--- src/rtl/ifrc_defines.vh ---
// Constants for the interrupt flag and reset control block
`ifndef IFRC_DEFINES_VH
`define IFRC_DEFINES_VH

// Register byte offsets on the bus
`define IFRC_OFF_RESET_CTRL     8'h00
`define IFRC_OFF_FLAGS_ONE      8'h04
`define IFRC_OFF_FLAGS_TWO      8'h08
`define IFRC_OFF_FLAGS_THREE    8'h0C

// Reset and priority control fields
`define IFRC_RC_PRIO_EN         7
`define IFRC_RC_LONG_WR         6
`define IFRC_RC_UNUSED          5
`define IFRC_RC_RESET_INSTR     4
`define IFRC_RC_WDOG            3
`define IFRC_RC_PWRDN           2
`define IFRC_RC_PWRON           1
`define IFRC_RC_BROWNOUT        0
`define IFRC_RC_RESET           8'h1C
`define IFRC_RC_IMPL_MASK       8'hDF

// First flag register fields
`define IFRC_F1_PARALLEL        7
`define IFRC_F1_CONVERTER       6
`define IFRC_F1_SER_RX          5
`define IFRC_F1_SER_TX          4
`define IFRC_F1_SYNC_SERIAL     3
`define IFRC_F1_CAPCOMP_ONE     2
`define IFRC_F1_TIMER_TWO       1
`define IFRC_F1_TIMER_ONE       0
`define IFRC_F1_STICKY_MASK     8'hCF

// Second flag register fields
`define IFRC_F2_COMPARATOR      6
`define IFRC_F2_BUS_COLL        3
`define IFRC_F2_LOW_VOLT        2
`define IFRC_F2_TIMER_THREE     1
`define IFRC_F2_CAPCOMP_TWO     0
`define IFRC_F2_IMPL_MASK       8'h4F

// Third flag register fields
`define IFRC_F3_INVALID_MSG     7
`define IFRC_F3_WAKEUP          6
`define IFRC_F3_MOD_ERROR       5
`define IFRC_F3_TX_BUF_LSB      2
`define IFRC_F3_RX_BUF_LSB      0
`define IFRC_F3_IMPL_MASK       8'hFF

// Flag registers reset to zero
`define IFRC_FLAGS_RESET        8'h00

// Capture/compare mode codes
`define IFRC_CC_MODE_OFF        2'h0
`define IFRC_CC_MODE_CAPTURE    2'h1
`define IFRC_CC_MODE_COMPARE    2'h2
`define IFRC_CC_MODE_PWM        2'h3

`endif

--- src/rtl/ifrc_flags.v ---
// Interrupt flag registers and reset control register with a Wishbone slave
//
// Overview of operation
// - Control bit 7 enables two interrupt priority levels; zero means single level.
// - Control bit 5 is unimplemented and always reads zero.
// - Reset-instruction, watchdog, powerdown flags reset to one; power-on, brownout to zero.
// - Parallel port flag sets on external port read or write, held until cleared.
// - Converter-done flag sets when a conversion finishes, held until written zero.
// - Serial receive flag is read-only, high while the receive buffer holds data.
// - Serial transmit flag is read-only, high while the transmit buffer is empty.
// - First capture/compare flag sets on capture or match by mode; unused in PWM.
// - Second capture/compare flag at bit 0 behaves the same way.
// - Second flag register bits 7, 5 and 4 always read zero.
// - Comparator flag at bit 6 sets whenever a comparator input changes.
// - Bus collision flag at bit 3 sets on a collision, held until cleared.
// - Low-voltage flag at bit 2 sets below the trip point, held until cleared.
// - Third timer overflow flag at bit 1 sets on overflow; software clears it.
// - Flags set on their events regardless of any enable bit.
// - Transmit buffer flags 0 to 2 set when that buffer finishes sending.
// - Receive buffer flags 0 and 1 set when that buffer gets a message.
// - Third flag register bit 7 invalid message, bit 6 wake-up, bit 5 error.
`timescale 1ns/1ps
`include "ifrc_defines.vh"

module ifrc_flags (
  // Clock and reset
  input  wire        clk_i,
  input  wire        rst_i,
  // Wishbone slave
  input  wire        wb_cyc_i,
  input  wire        wb_stb_i,
  input  wire        wb_we_i,
  input  wire [7:0]  wb_adr_i,
  input  wire [3:0]  wb_sel_i,
  input  wire [31:0] wb_dat_i,
  output reg  [31:0] wb_dat_o,
  output reg         wb_ack_o,
  // Parallel port and converter events
  input  wire        parallel_access_i,
  input  wire        conversion_done_i,
  // Serial port status levels
  input  wire        serial_rx_full_i,
  input  wire        serial_tx_empty_i,
  // Synchronous serial port events
  input  wire        sync_serial_done_i,
  input  wire        bus_collision_i,
  // Capture/compare unit one
  input  wire [1:0]  capcomp_one_mode_i,
  input  wire        capcomp_one_capture_i,
  input  wire        capcomp_one_match_i,
  // Capture/compare unit two
  input  wire [1:0]  capcomp_two_mode_i,
  input  wire        capcomp_two_capture_i,
  input  wire        capcomp_two_match_i,
  // Timer events
  input  wire        timer_one_overflow_i,
  input  wire        timer_two_match_i,
  input  wire        timer_three_overflow_i,
  // Analog status
  input  wire [1:0]  comparator_out_i,
  input  wire        low_voltage_i,
  // Controller-area-network events
  input  wire        invalid_message_i,
  input  wire        bus_wakeup_i,
  input  wire        module_error_i,
  input  wire [2:0]  tx_buffer_done_i,
  input  wire [1:0]  rx_buffer_new_i,
  // Control and flag state
  output wire        priority_levels_enable_o,
  output wire        long_write_enable_o,
  output wire [7:0]  reset_control_o,
  output wire [7:0]  peripheral_flags_one_o,
  output wire [7:0]  peripheral_flags_two_o,
  output wire [7:0]  peripheral_flags_three_o
);

  ////////////////////////////////////////////////////////////////////////////
  // Decoding helpers

  // Capture/compare flag set condition for the unit's mode
  function capcomp_set;
    input [1:0] mode;
    input       capture;
    input       match;
    begin
      case (mode)
        `IFRC_CC_MODE_CAPTURE: capcomp_set = capture;
        `IFRC_CC_MODE_COMPARE: capcomp_set = match;
        default:               capcomp_set = 1'b0;
      endcase
    end
  endfunction

  // Register selection from the byte address
  function is_reg;
    input [7:0] adr;
    input [7:0] off;
    begin
      is_reg = (adr[7:2] == off[7:2]);
    end
  endfunction

  ////////////////////////////////////////////////////////////////////////////
  // Bus slave

  wire       bus_req;
  wire       wr_fire;
  wire [7:0] wr_byte;
  wire       wr_reset_ctrl;
  wire       wr_flags_one;
  wire       wr_flags_two;
  wire       wr_flags_three;
  reg  [7:0] next_rdata;

  assign bus_req        = wb_cyc_i & wb_stb_i;
  // Writes commit on the edge at which the master sees ack
  assign wr_fire        = bus_req & wb_we_i & wb_ack_o & wb_sel_i[0];
  assign wr_byte        = wb_dat_i[7:0];
  assign wr_reset_ctrl  = wr_fire & is_reg(wb_adr_i, `IFRC_OFF_RESET_CTRL);
  assign wr_flags_one   = wr_fire & is_reg(wb_adr_i, `IFRC_OFF_FLAGS_ONE);
  assign wr_flags_two   = wr_fire & is_reg(wb_adr_i, `IFRC_OFF_FLAGS_TWO);
  assign wr_flags_three = wr_fire & is_reg(wb_adr_i, `IFRC_OFF_FLAGS_THREE);

  always @* begin
    if (is_reg(wb_adr_i, `IFRC_OFF_RESET_CTRL)) begin
      next_rdata = reset_control_o;
    end else if (is_reg(wb_adr_i, `IFRC_OFF_FLAGS_ONE)) begin
      next_rdata = peripheral_flags_one_o;
    end else if (is_reg(wb_adr_i, `IFRC_OFF_FLAGS_TWO)) begin
      next_rdata = peripheral_flags_two_o;
    end else if (is_reg(wb_adr_i, `IFRC_OFF_FLAGS_THREE)) begin
      next_rdata = peripheral_flags_three_o;
    end else begin
      // Unmapped addresses answer with zero
      next_rdata = 8'h00;
    end
  end

  // Ack one cycle after the request, dropped in the following cycle
  always @(posedge clk_i) begin
    if (rst_i) begin
      wb_ack_o <= 1'b0;
      wb_dat_o <= 32'h0000_0000;
    end else begin
      wb_ack_o <= bus_req & ~wb_ack_o;
      if (bus_req & ~wb_ack_o) begin
        wb_dat_o <= {24'h00_0000, next_rdata};
      end
    end
  end

  ////////////////////////////////////////////////////////////////////////////
  // Reset and priority control

  reg [7:0] reset_ctrl;

  always @(posedge clk_i) begin
    if (rst_i) begin
      reset_ctrl <= `IFRC_RC_RESET;
    end else if (wr_reset_ctrl) begin
      reset_ctrl <= wr_byte & `IFRC_RC_IMPL_MASK;
    end
  end

  assign reset_control_o          = reset_ctrl;
  assign priority_levels_enable_o = reset_ctrl[`IFRC_RC_PRIO_EN];
  assign long_write_enable_o      = reset_ctrl[`IFRC_RC_LONG_WR];

  ////////////////////////////////////////////////////////////////////////////
  // Analog status synchroniser

  reg  [2:0] async_meta;
  reg  [2:0] async_sync;
  wire [1:0] cmp_sync;
  wire       low_volt_sync;

  // Comparator and low-voltage outputs come from analog circuits with no
  // relation to the clock; only the second stage may be read by logic
  always @(posedge clk_i) begin
    async_meta <= {low_voltage_i, comparator_out_i};
    async_sync <= async_meta;
  end

  assign cmp_sync      = async_sync[1:0];
  assign low_volt_sync = async_sync[2];

  ////////////////////////////////////////////////////////////////////////////
  // Event conditioning

  reg  [1:0] cmp_prev;
  reg        cmp_primed;
  reg        rx_full_q;
  reg        tx_empty_q;
  wire       cmp_changed;

  // Change detect on the comparator outputs; primed so reset release is no event
  always @(posedge clk_i) begin
    if (rst_i) begin
      cmp_prev   <= 2'h0;
      cmp_primed <= 1'b0;
      rx_full_q  <= 1'b0;
      tx_empty_q <= 1'b0;
    end else begin
      cmp_prev   <= cmp_sync;
      cmp_primed <= 1'b1;
      rx_full_q  <= serial_rx_full_i;
      tx_empty_q <= serial_tx_empty_i;
    end
  end

  assign cmp_changed = cmp_primed & (|(cmp_prev ^ cmp_sync));

  ////////////////////////////////////////////////////////////////////////////
  // First flag register

  wire [7:0] set_one;
  wire [7:0] sticky_one;

  // Events set flags with no regard to any enable bit
  assign set_one[`IFRC_F1_PARALLEL]     = parallel_access_i;
  assign set_one[`IFRC_F1_CONVERTER]    = conversion_done_i;
  assign set_one[`IFRC_F1_SER_RX]       = 1'b0;
  assign set_one[`IFRC_F1_SER_TX]       = 1'b0;
  assign set_one[`IFRC_F1_SYNC_SERIAL]  = sync_serial_done_i;
  assign set_one[`IFRC_F1_CAPCOMP_ONE]  = capcomp_set(capcomp_one_mode_i,
                                                      capcomp_one_capture_i,
                                                      capcomp_one_match_i);
  assign set_one[`IFRC_F1_TIMER_TWO]    = timer_two_match_i;
  assign set_one[`IFRC_F1_TIMER_ONE]    = timer_one_overflow_i;

  ifrc_flag_bank #(
    .WIDTH     (8),
    .IMPL_MASK (`IFRC_F1_STICKY_MASK),
    .RESET_VAL (`IFRC_FLAGS_RESET)
  ) u_flags_one (
    .clk_i   (clk_i),
    .rst_i   (rst_i),
    .set_i   (set_one),
    .wr_i    (wr_flags_one),
    .wdata_i (wr_byte),
    .flags_o (sticky_one)
  );

  // Serial status bits ignore writes and follow the serial port
  assign peripheral_flags_one_o = {sticky_one[7:6], rx_full_q, tx_empty_q,
                                   sticky_one[3:0]};

  ////////////////////////////////////////////////////////////////////////////
  // Second flag register

  wire [7:0] set_two;

  assign set_two[7]                     = 1'b0;
  assign set_two[`IFRC_F2_COMPARATOR]   = cmp_changed;
  assign set_two[5:4]                   = 2'h0;
  assign set_two[`IFRC_F2_BUS_COLL]     = bus_collision_i;
  assign set_two[`IFRC_F2_LOW_VOLT]     = low_volt_sync;
  assign set_two[`IFRC_F2_TIMER_THREE]  = timer_three_overflow_i;
  assign set_two[`IFRC_F2_CAPCOMP_TWO]  = capcomp_set(capcomp_two_mode_i,
                                                      capcomp_two_capture_i,
                                                      capcomp_two_match_i);

  // Unimplemented positions are left out of the bank
  ifrc_flag_bank #(
    .WIDTH     (8),
    .IMPL_MASK (`IFRC_F2_IMPL_MASK),
    .RESET_VAL (`IFRC_FLAGS_RESET)
  ) u_flags_two (
    .clk_i   (clk_i),
    .rst_i   (rst_i),
    .set_i   (set_two),
    .wr_i    (wr_flags_two),
    .wdata_i (wr_byte),
    .flags_o (peripheral_flags_two_o)
  );

  ////////////////////////////////////////////////////////////////////////////
  // Third flag register

  wire [7:0] set_three;

  assign set_three[`IFRC_F3_INVALID_MSG] = invalid_message_i;
  assign set_three[`IFRC_F3_WAKEUP]      = bus_wakeup_i;
  assign set_three[`IFRC_F3_MOD_ERROR]   = module_error_i;
  assign set_three[`IFRC_F3_TX_BUF_LSB+2:`IFRC_F3_TX_BUF_LSB] = tx_buffer_done_i;
  assign set_three[`IFRC_F3_RX_BUF_LSB+1:`IFRC_F3_RX_BUF_LSB] = rx_buffer_new_i;

  ifrc_flag_bank #(
    .WIDTH     (8),
    .IMPL_MASK (`IFRC_F3_IMPL_MASK),
    .RESET_VAL (`IFRC_FLAGS_RESET)
  ) u_flags_three (
    .clk_i   (clk_i),
    .rst_i   (rst_i),
    .set_i   (set_three),
    .wr_i    (wr_flags_three),
    .wdata_i (wr_byte),
    .flags_o (peripheral_flags_three_o)
  );

endmodule // ifrc_flags

--- src/rtl/ifrc_flag_bank.v ---
// Bank of sticky flag bits: hardware sets, software writes
`timescale 1ns/1ps

module ifrc_flag_bank #(
  parameter       WIDTH     = 8,
  parameter [7:0] IMPL_MASK = 8'hFF,
  parameter [7:0] RESET_VAL = 8'h00
) (
  // Clock and reset
  input  wire             clk_i,
  input  wire             rst_i,
  // Hardware set and software write
  input  wire [WIDTH-1:0] set_i,
  input  wire             wr_i,
  input  wire [WIDTH-1:0] wdata_i,
  // Flag state
  output wire [WIDTH-1:0] flags_o
);

  genvar g;

  generate
    for (g = 0; g < WIDTH; g = g + 1) begin : g_bit
      if (IMPL_MASK[g]) begin : g_impl
        reg flag;
        // A set in the same cycle as a clearing write wins
        always @(posedge clk_i) begin
          if (rst_i) begin
            flag <= RESET_VAL[g];
          end else if (set_i[g]) begin
            flag <= 1'b1;
          end else if (wr_i) begin
            flag <= wdata_i[g];
          end
        end
        assign flags_o[g] = flag;
      end else begin : g_unimpl
        // Unimplemented positions read as zero
        assign flags_o[g] = 1'b0;
      end
    end
  endgenerate

endmodule // ifrc_flag_bank

--- config.mk ---
export PLATFORM = sky130hd
export DESIGN_NAME = ifrc_flags
export DESIGN_NICKNAME = d
export VERILOG_FILES = /design/src/rtl/ifrc_flags.v /design/src/rtl/ifrc_flag_bank.v
export VERILOG_INCLUDE_DIRS = /design/src /design/src/rtl
export SDC_FILE = /design/constraint.sdc
export NUM_CORES = 1
export LEC_CHECK = 0
export BUFFER_PORTS_ARGS = -buffer_cell sky130_fd_sc_hd__buf_2
export CAP_MARGIN = 20
export CORE_MARGIN = 1
export CORE_UTILIZATION = 40
export CTS_CLUSTER_DIAMETER = 60
export DETAILED_ROUTE_END_ITERATION = 8
export GPL_ROUTABILITY_DRIVEN = 0
export PLACE_DENSITY = 0.71
export SYNTH_ARGS = -nofsm -noshare
export SYNTH_HDL_FRONTEND = slang
export SYNTH_SLANG_ARGS = --single-unit
export TNS_END_PERCENT = 1
--- constraint.sdc ---
create_clock -name clk_i -period 2 [get_ports clk_i]
set_input_delay 0.4 -clock clk_i [delete_from_list [all_inputs] [get_ports clk_i]]
set_output_delay 0.4 -clock clk_i [all_outputs]
set_load 0.005 [all_outputs]
# [After elaboration in Yosys (flattened, before gate mapping)]
# Index checks and enable logic that the tools add are counted.
[totals] word_cells=113 ff_bits=46 out_inout_bits=67 in_bits=77
[op_classes] n_reduce_logical=21 eq_ne=7 n_bitwise=12 mux=45
[ops] operator="two-way mux 1 bit" count=39
[ops] operator="nonzero test 2 bit" count=19
[ops] operator="two-way mux 8 bit" count=4
[ops] operator="== test 6 x 2 -> 1 bit, second input constant" count=2
[ops] operator="AND 1 bit" count=10
[ops] operator="== test 6 x 1 -> 1 bit, second input constant" count=1
[ops] operator="zero test 6 bit" count=1
[ops] operator="== test 2 x 1 -> 1 bit, second input constant" count=2
[ops] operator="== test 2 bit, second input constant" count=2
[ops] operator="case mux 1 bit (2 select lines)" count=2
[ops] operator="OR reduction 2 bit" count=1
[ops] operator="XOR 2 bit" count=1
[ops] operator="NOT 1 bit" count=1

# [Longest topological paths before layout]
# Gate-level depths: netlist (run 1).
[depth] ltp_word=7 depth_mapped=6 depth_no_buf=6

# [Cells and area by module]
# Synthesis (run 1) repeated with hierarchy kept, for this count alone.
[hier_totals] hier_cells=238 hier_area_um2=2379.8
[modules_own_cells] mod="ifrc_flags" cells_per_inst=132 n_inst=1 seq_area_each_um2=540.5 area_each_um2=1417.6
[modules_own_cells] mod="ifrc_flag_bank (u_flags_three)" cells_per_inst=42 n_inst=1 seq_area_each_um2=160.2 area_each_um2=385.4
[modules_own_cells] mod="ifrc_flag_bank (u_flags_one)" cells_per_inst=34 n_inst=1 seq_area_each_um2=120.1 area_each_um2=307.8
[modules_own_cells] mod="ifrc_flag_bank (u_flags_two)" cells_per_inst=30 n_inst=1 seq_area_each_um2=100.1 area_each_um2=269.0

# [Worst setup path after synthesis (run 1)]
# Ideal clock, no wire load.
[synth_path] kind="input to register" from="input port wb_adr_i[5]" to="register u_flags_three.g_bit[0].g_impl.flag" n_path_buf=1 t_arrival_ns=1.734 setup_ns=0.079 required_time_ns=1.921 setup_slack_ns=0.187 stages=5 path_cell_list="or4_4 > nor4_4 > buf_6 > nor3_1 > a211oi_2"
[synth_between] elab_chain_cells=3
[synth_lines] element="start, declared" line_no="ifrc_flags.v:33" source="input wire [7:0] wb_adr_i,"
[synth_lines] element="== test 6 x 2 -> 1 bit" line_no="ifrc_flags.v:99" source="is_reg = (adr[7:2] == off[7:2]);"
[synth_lines] element="AND 1 bit" line_no="ifrc_flags.v:122" source="assign wr_flags_three = wr_fire & is_reg(wb_adr_i, `IFRC_OFF_FLAGS_THREE);"
[synth_lines] element="nonzero test 2 bit (no source line)"
[synth_lines] element="end signal, assigned" line_no="ifrc_flag_bank.v:29" source="flag <= RESET_VAL[g];"
[synth_lines] element="end signal, assigned" line_no="ifrc_flag_bank.v:33" source="flag <= wdata_i[g];"
[synth_lines] element="end, declared" line_no="ifrc_flag_bank.v:25" source="reg flag;"
# Every way passes these cells.
# A chain may end at the register's enable or synchronous reset.

# [Worst setup path after layout (run 1)]
# Ends and elaborated chain as after synthesis.

==> results of run 1 <==
sequential cells by signal, summed over array words and instances, names as in the netlist, 2 cells and up:
| name | cells |
|---|---|
| reset_control_o | 7 |
| cmp_prev | 2 |
| wb_dat_o | 8 |
| async_meta | 3 |
| async_sync | 3 |
| u_flags_three.g_bit.g_impl.flag | 8 |
| u_flags_one.g_bit.g_impl.flag | 6 |
| u_flags_two.g_bit.g_impl.flag | 5 |
cell type report:
class,instances,area [sq um]
fillers,559,2890
multi-input cells,171,1070
flip-flops and latches,46,921
repair buffers,98,520
well taps,72,90.1
clock buffers,7,86.3
inverters,6,22.5
clock inverters,1,5.00
routing by layer:
layer	wire (um)	share of wire [%]	track usage (%)
met4	85	1.6	6.36
met2	2450	47	27.1
met1	2340	45	21.5
met5	0	0	0
met3	365	7.0	4.02
metrics by stage:
step	total power, W	util [%]	hold slack [ps]
floorplan	0.00123	-	310
global placement	0.00127	46.8	311
detailed placement	0.00128	46.8	312
CTS	0.00185	48.4	193
global route	0.00193	48.4	183
finish	0.00183	48.4	200
synthesized netlist by cell type, types with 2 or more instances:
cell type / number / area (sq um)
o21ai_0: 3 / 15.0
a211oi_1: 16 / 120
nand3_1: 5 / 25.0
clkbuf_8: 2 / 27.5
inv_1: 6 / 22.5
a22oi_1: 4 / 30.0
xor2_1: 2 / 17.5
nor2_1: 35 / 131
nor3_1: 24 / 120
dfxtp_1: 46 / 921
mux2_2: 6 / 67.6
nand3b_1: 3 / 22.5
ha_1: 4 / 50.1
buf_4: 51 / 383
a221oi_1: 5 / 43.8
nand2_1: 6 / 22.5
mux2i_1: 8 / 80.1
a22o_1: 5 / 43.8
nor4_4: 2 / 42.5
a211oi_2: 2 / 25.0
nor2b_1: 5 / 31.3
buf_6: 2 / 22.5
and4_1: 2 / 17.5
clkbuf_1: 3 / 11.3
worst min path at each step:
stage | from | end | slack [ps] | cells past startpoint
floorplan | async_meta[0] | async_sync[0] | 310 | 0
global placement | async_meta[1] | async_sync[1] | 310 | 0
global route | comparator_out_i[1] | async_meta[1] | 180 | 1
detailed placement | async_meta[0] | async_sync[0] | 310 | 0
finish | comparator_out_i[1] | async_meta[1] | 200 | 1
CTS | low_voltage_i | async_meta[2] | 190 | 1
logic make-up (layout without fill, tap and decap cells):
family | count (synthesis) | in the layout
and+or+nand+nor | 86 | 86
buffers and inverters | 65 | 112
DFF | 46 | 46
AOI/OAI and AO/OA | 37 | 37
muxes | 14 | 14
adders and majority gates | 4 | 4
xor gates and xnor gates | 2 | 2
other | 1 | 28
where the power goes:
part / leakage (nW) / switching [W] / total (W) / internal (W)
Sequential: 0.381 / 0.0000293 / 0.000992 / 0.000963
Clock: 0.0482 / 0.000302 / 0.000581 / 0.000279
Combinational: 0.926 / 0.000136 / 0.000261 / 0.000125
==> impl_metrics.py, run 1 <==
metrics = {
    "sta": {
        "skew_ps": 3.13,
        "fmaxAchievable_mhz": 586,
        "setup_ws_ps": 293,
        "min_period_ps": 1710,
        "rsz0062_at_grt": "false",
        "fin_crit_sh_pct": 85.4,
        "setup-tns-final_ps": 0,
        "final-max-slew-violation-count": 0,
        "setup_viol": 0,
        "hold_viol": 0,
    },
    "detailed_routing": {
        "wirelength_mm": 5.24,
        "avgRoutedWirePerCell_um": 13.1,
        "viasPerCell": 4.82,
        "drc_errors": 0,
        "ant_nets": 0,
        "num_vias": 1931,
        "drt_iter0_drc": 100,
        "dr.pass1.iters": 4,
    },
    "critical_path": {
        "crit_start": "wb_adr_i[5]",
        "path_max_fanout": 10,
        "max_stage_delay_ps": 590,
        "path_cells": "buf_2 > or4_4 > nor4_4 > buf_4 > nor3_1 > a211oi_2",
        "crit_type": "in -> reg",
        "timing.rr.end": "u_flags_three.g_bit[0].g_impl.flag",
        "slowest_stage": "or4_4",
        "crit_family": "simple AND/OR/NAND/NOR gates",
        "cp_num_buf_inv": 2,
        "crit_arrival_ps": 1920,
        "worst_ep_required_time_ps": 2210,
        "r2r-start": "wb_ack_o",
        "start_kind": "input pin",
        "rr_worst_depth": 5,
        "cp.depth": 6,
        "r2r_slack_ps": 450,
        "cp-end-kind": "flop",
        "crit_end": "u_flags_three.g_bit[0].g_impl.flag",
    },
    "die": {
        "core_sq_um": 5610,
        "die_x_um": 78.8,
        "start_util_pct": 42.1,
        "die_y_um": 78.8,
        "dieArea_sq_um": 6210,
        "ios": 144,
        "row_count": 27,
    },
    "pwr": {
        "max-vdd-ir-drop_mv": 0.362,
        "leakagePower_nw": 1.36,
        "cellPowerDensity_nw_per_um2": 675,
    },
    "placed_design": {
        "placed_cell_area_sq_um": 2620,
        "hpwl_mm": 4.06,
        "dp.cells": 393,
        "portBuffers": 86,
        "post-place-ws_ps": 1.27,
    },
    "yosys": {
        "synth_top_family_by_area": "buffers and inverters",
        "synthAdderAreaFrac_pct": 2.12,
        "synth_cell_type_count": 32,
        "syn_area_per_cell_sq_um": 9.26,
        "syn_area_sq_um": 2360,
        "synth-seq-area-share_pct": 39.0,
        "muxShareOfSynthArea_pct": 6.25,
        "synth_compound_area_share_pct": 12.5,
        "synth_flop_cell": "dfxtp_1",
        "synth_edf_count": 0,
        "synth_xor_area_share_pct": 0.742,
        "synth_seq_cells": 46,
        "async_reset_ff_share_pct": 0,
        "yosys.area_share.simple_pct": 19.3,
        "ys_warn_count": 0,
        "synthCells": 255,
    },
    "final_layout": {
        "fin_cells": 401,
        "num_antenna_cells": 0,
        "layout_common_cells": "buf_2, dfxtp_1, nor2_1, conb_1, nor3_1",
        "drive_above_1_share_pct": 35.9,
        "fin_area_sq_um": 2720,
        "syn2layout_area_growth_pct": 15.0,
        "layout_commonest_cell": "buf_2",
        "final_nets": 409,
    },
    "clock_tree": {
        "cts_setup_buffers": 0,
        "root_buffer": "clkbuf_8",
        "cts_buffers": 5,
        "worst_skew_pair.late_latency_ps": 290,
        "cts_hold_buf": 0,
        "cts.sinks": 46,
        "clock_path_buffers": 2,
        "cts_resized": 0,
        "htreeDepth": 2,
        "cts_tree": "done",
        "clk_pin_slew_ps": 80,
    },
    "grt": {
        "antenna_found_initial": 0,
        "gr-total-overflow": 0,
        "grt_max_degree": 21,
        "track_usage_pct": 16.8,
        "grt_pass1_vias": 1646,
        "grt_pass1_wl_mm": 7.98,
    },
    "outcome": {
        "status": "completed",
    },
    "min_path": {
        "hold_path.class": "in -> reg",
    },
    "flow_run": {
        "drv_cap": 0,
    },
}
(Power assumes the default switching activity.)
==> inputs of run 2 (changes only) <==
--- a/config.mk
+++ b/config.mk
@@ -14,6 +14,7 @@
 export DETAILED_ROUTE_END_ITERATION = 8
 export GPL_ROUTABILITY_DRIVEN = 0
 export PLACE_DENSITY = 0.71
+export SLEW_MARGIN = 30
 export SYNTH_ARGS = -nofsm -noshare
 export SYNTH_HDL_FRONTEND = slang
 export SYNTH_SLANG_ARGS = --single-unit
==> constraint.sdc (replaced) <==
create_clock -name clk_i -period 2 [get_ports clk_i]
set_input_delay 0.1 -clock clk_i [delete_from_list [all_inputs] [get_ports clk_i]]
set_output_delay 0.1 -clock clk_i [all_outputs]
set_load 0.005 [all_outputs]
==> impl_metrics.py, run 2 (same netlist as run 1, synthesis figures left out) <==
metrics = {
    "outcome": {
        "status": "completed",
    },
    "grt": {
        "antenna_found_initial": 0,
        "grt_max_degree": 24,
        "gr-total-overflow": 0,
        "grt_pass1_wl_mm": 8.53,
        "grt_pass1_vias": 1804,
        "track_usage_pct": 17.9,
    },
    "detailed_routing": {
        "drc_errors": 0,
        "num_vias": 1912,
        "wirelength_mm": 5.35,
        "drt_iter0_drc": 113,
        "dr.pass1.iters": 4,
        "ant_nets": 0,
        "viasPerCell": 4.77,
        "avgRoutedWirePerCell_um": 13.3,
    },
    "sta": {
        "fmaxAchievable_mhz": 635,
        "min_period_ps": 1570,
        "setup_ws_ps": 426,
        "rsz0062_at_grt": "false",
        "final-max-slew-violation-count": 0,
        "worst_pin_slew_ps": 502,
        "hold_viol": 0,
        "fin_crit_sh_pct": 78.7,
        "hold_ws_ps": 26.3,
        "relSlewSlack_pct": 66.5,
        "skew_ps": 7.66,
        "setup-tns-final_ps": 0,
        "setup_viol": 0,
    },
    "flow_run": {
        "drv_cap": 0,
    },
    "pwr": {
        "max-vdd-ir-drop_mv": 0.443,
        "leakagePower_nw": 1.35,
        "cellPowerDensity_nw_per_um2": 677,
    },
    "critical_path": {
        "crit_type": "reg -> reg",
        "crit_arrival_ps": 1790,
        "r2r_slack_ps": 430,
        "start_kind": "flop",
        "path_max_fanout": 12,
        "cp-end-kind": "flop",
        "worst_ep_required_time_ps": 2220,
    },
    "final_layout": {
        "layout_common_cells": "buf_2, dfxtp_1, nor2_1, conb_1, nor3_1",
        "fill_cells": 551,
        "drive_above_1_share_pct": 34.7,
        "multi_input_area_sq_um": 1070,
        "register_area_sq_um": 921,
        "utilization_pct": 48.7,
        "final_nets": 409,
        "syn2layout_area_growth_pct": 15.7,
        "num_antenna_cells": 0,
        "layout_commonest_cell": "buf_2",
        "fin_area_sq_um": 2730,
    },
    "die": {
        "die_x_um": 78.8,
        "row_count": 27,
        "ios": 144,
        "start_util_pct": 42.1,
        "core_sq_um": 5610,
        "die_y_um": 78.8,
        "dieArea_sq_um": 6210,
    },
    "placed_design": {
        "hpwl_mm": 4.00,
        "post-place-ws_ps": 346,
        "portBuffers": 86,
        "placed_cell_area_sq_um": 2590,
    },
    "clock_tree": {
        "clock_path_buffers": 2,
        "cts_tree": "done",
        "clk_pin_slew_ps": 90,
        "cts_setup_buffers": 0,
        "worst_skew_pair.late_latency_ps": 300,
        "cts_buffers": 5,
        "root_buffer": "clkbuf_8",
        "cts.sinks": 46,
        "htreeDepth": 2,
    },
    "min_path": {
        "hold_path.class": "in -> reg",
    },
}
## run 2: changes by cell type in the layout (fill, tap and decap cells not counted), sizes merged
cell,change
dlygate4sd3,+5
buf,-5
clkbuf,-1
clkinvlp,+1
## run 2: area by class of cell
type,instances,area share (%)
clock inverter,2,0.458
multi-input combinational,171,39.2
tap,72,3.30
sequential,46,33.7
clock buffer,6,3.02
timing repair buffer,98,19.5
inverter,6,0.825
## run 2: power by group
group	leakage [nW]	internal [W]	switching [W]
combinational	0.920	0.000129	0.000137
sequential	0.381	0.000963	0.0000302
clock	0.0472	0.000278	0.000314
## run 2: layer usage
layer	global-route usage, %	wire length [um]	up-vias
met4	8.55	149	0
met1	21.6	2430	848
met5	0	0	-
met2	30.3	2420	84
met3	3.56	350	14
li1	-	-	966
## run 2: worst paths after layout
check / startpoint / endpoint / depth (start not counted)
setup / recovery: wb_ack_o / u_flags_one.g_bit[1].g_impl.flag / 4
hold reg to reg: async_meta[2] / async_sync[2] / 0
setup reg to reg: wb_ack_o / u_flags_one.g_bit[1].g_impl.flag / 4
hold / removal: wb_dat_i[4] / reset_control_o[4] / 3
## run 2: critical path: stages (launching register included)
cell      delay [ps]
dfxtp_1          390
and4_1           250
and4_1           520
nor3_1           110
a211oi_1         220
## run 2: timing repair
action / in CTS / in global routing
hold buffers: 5 / 0
hold endpoints to repair: 5 / 0
endpoints found under the setup margin: 0 / 0
gates resized for setup: 0 / 0
## run 2: per-stage QoR
| stage | power, W | instances |
|---|---|---|
| final | 0.00185 | 401 |
| after global routing | 0.00195 | 401 |
| after floorplan | 0.00123 | 282 |
| after global placement | 0.00126 | 388 |
| after CTS | 0.00187 | 401 |
| after detailed placement | 0.00127 | 388 |
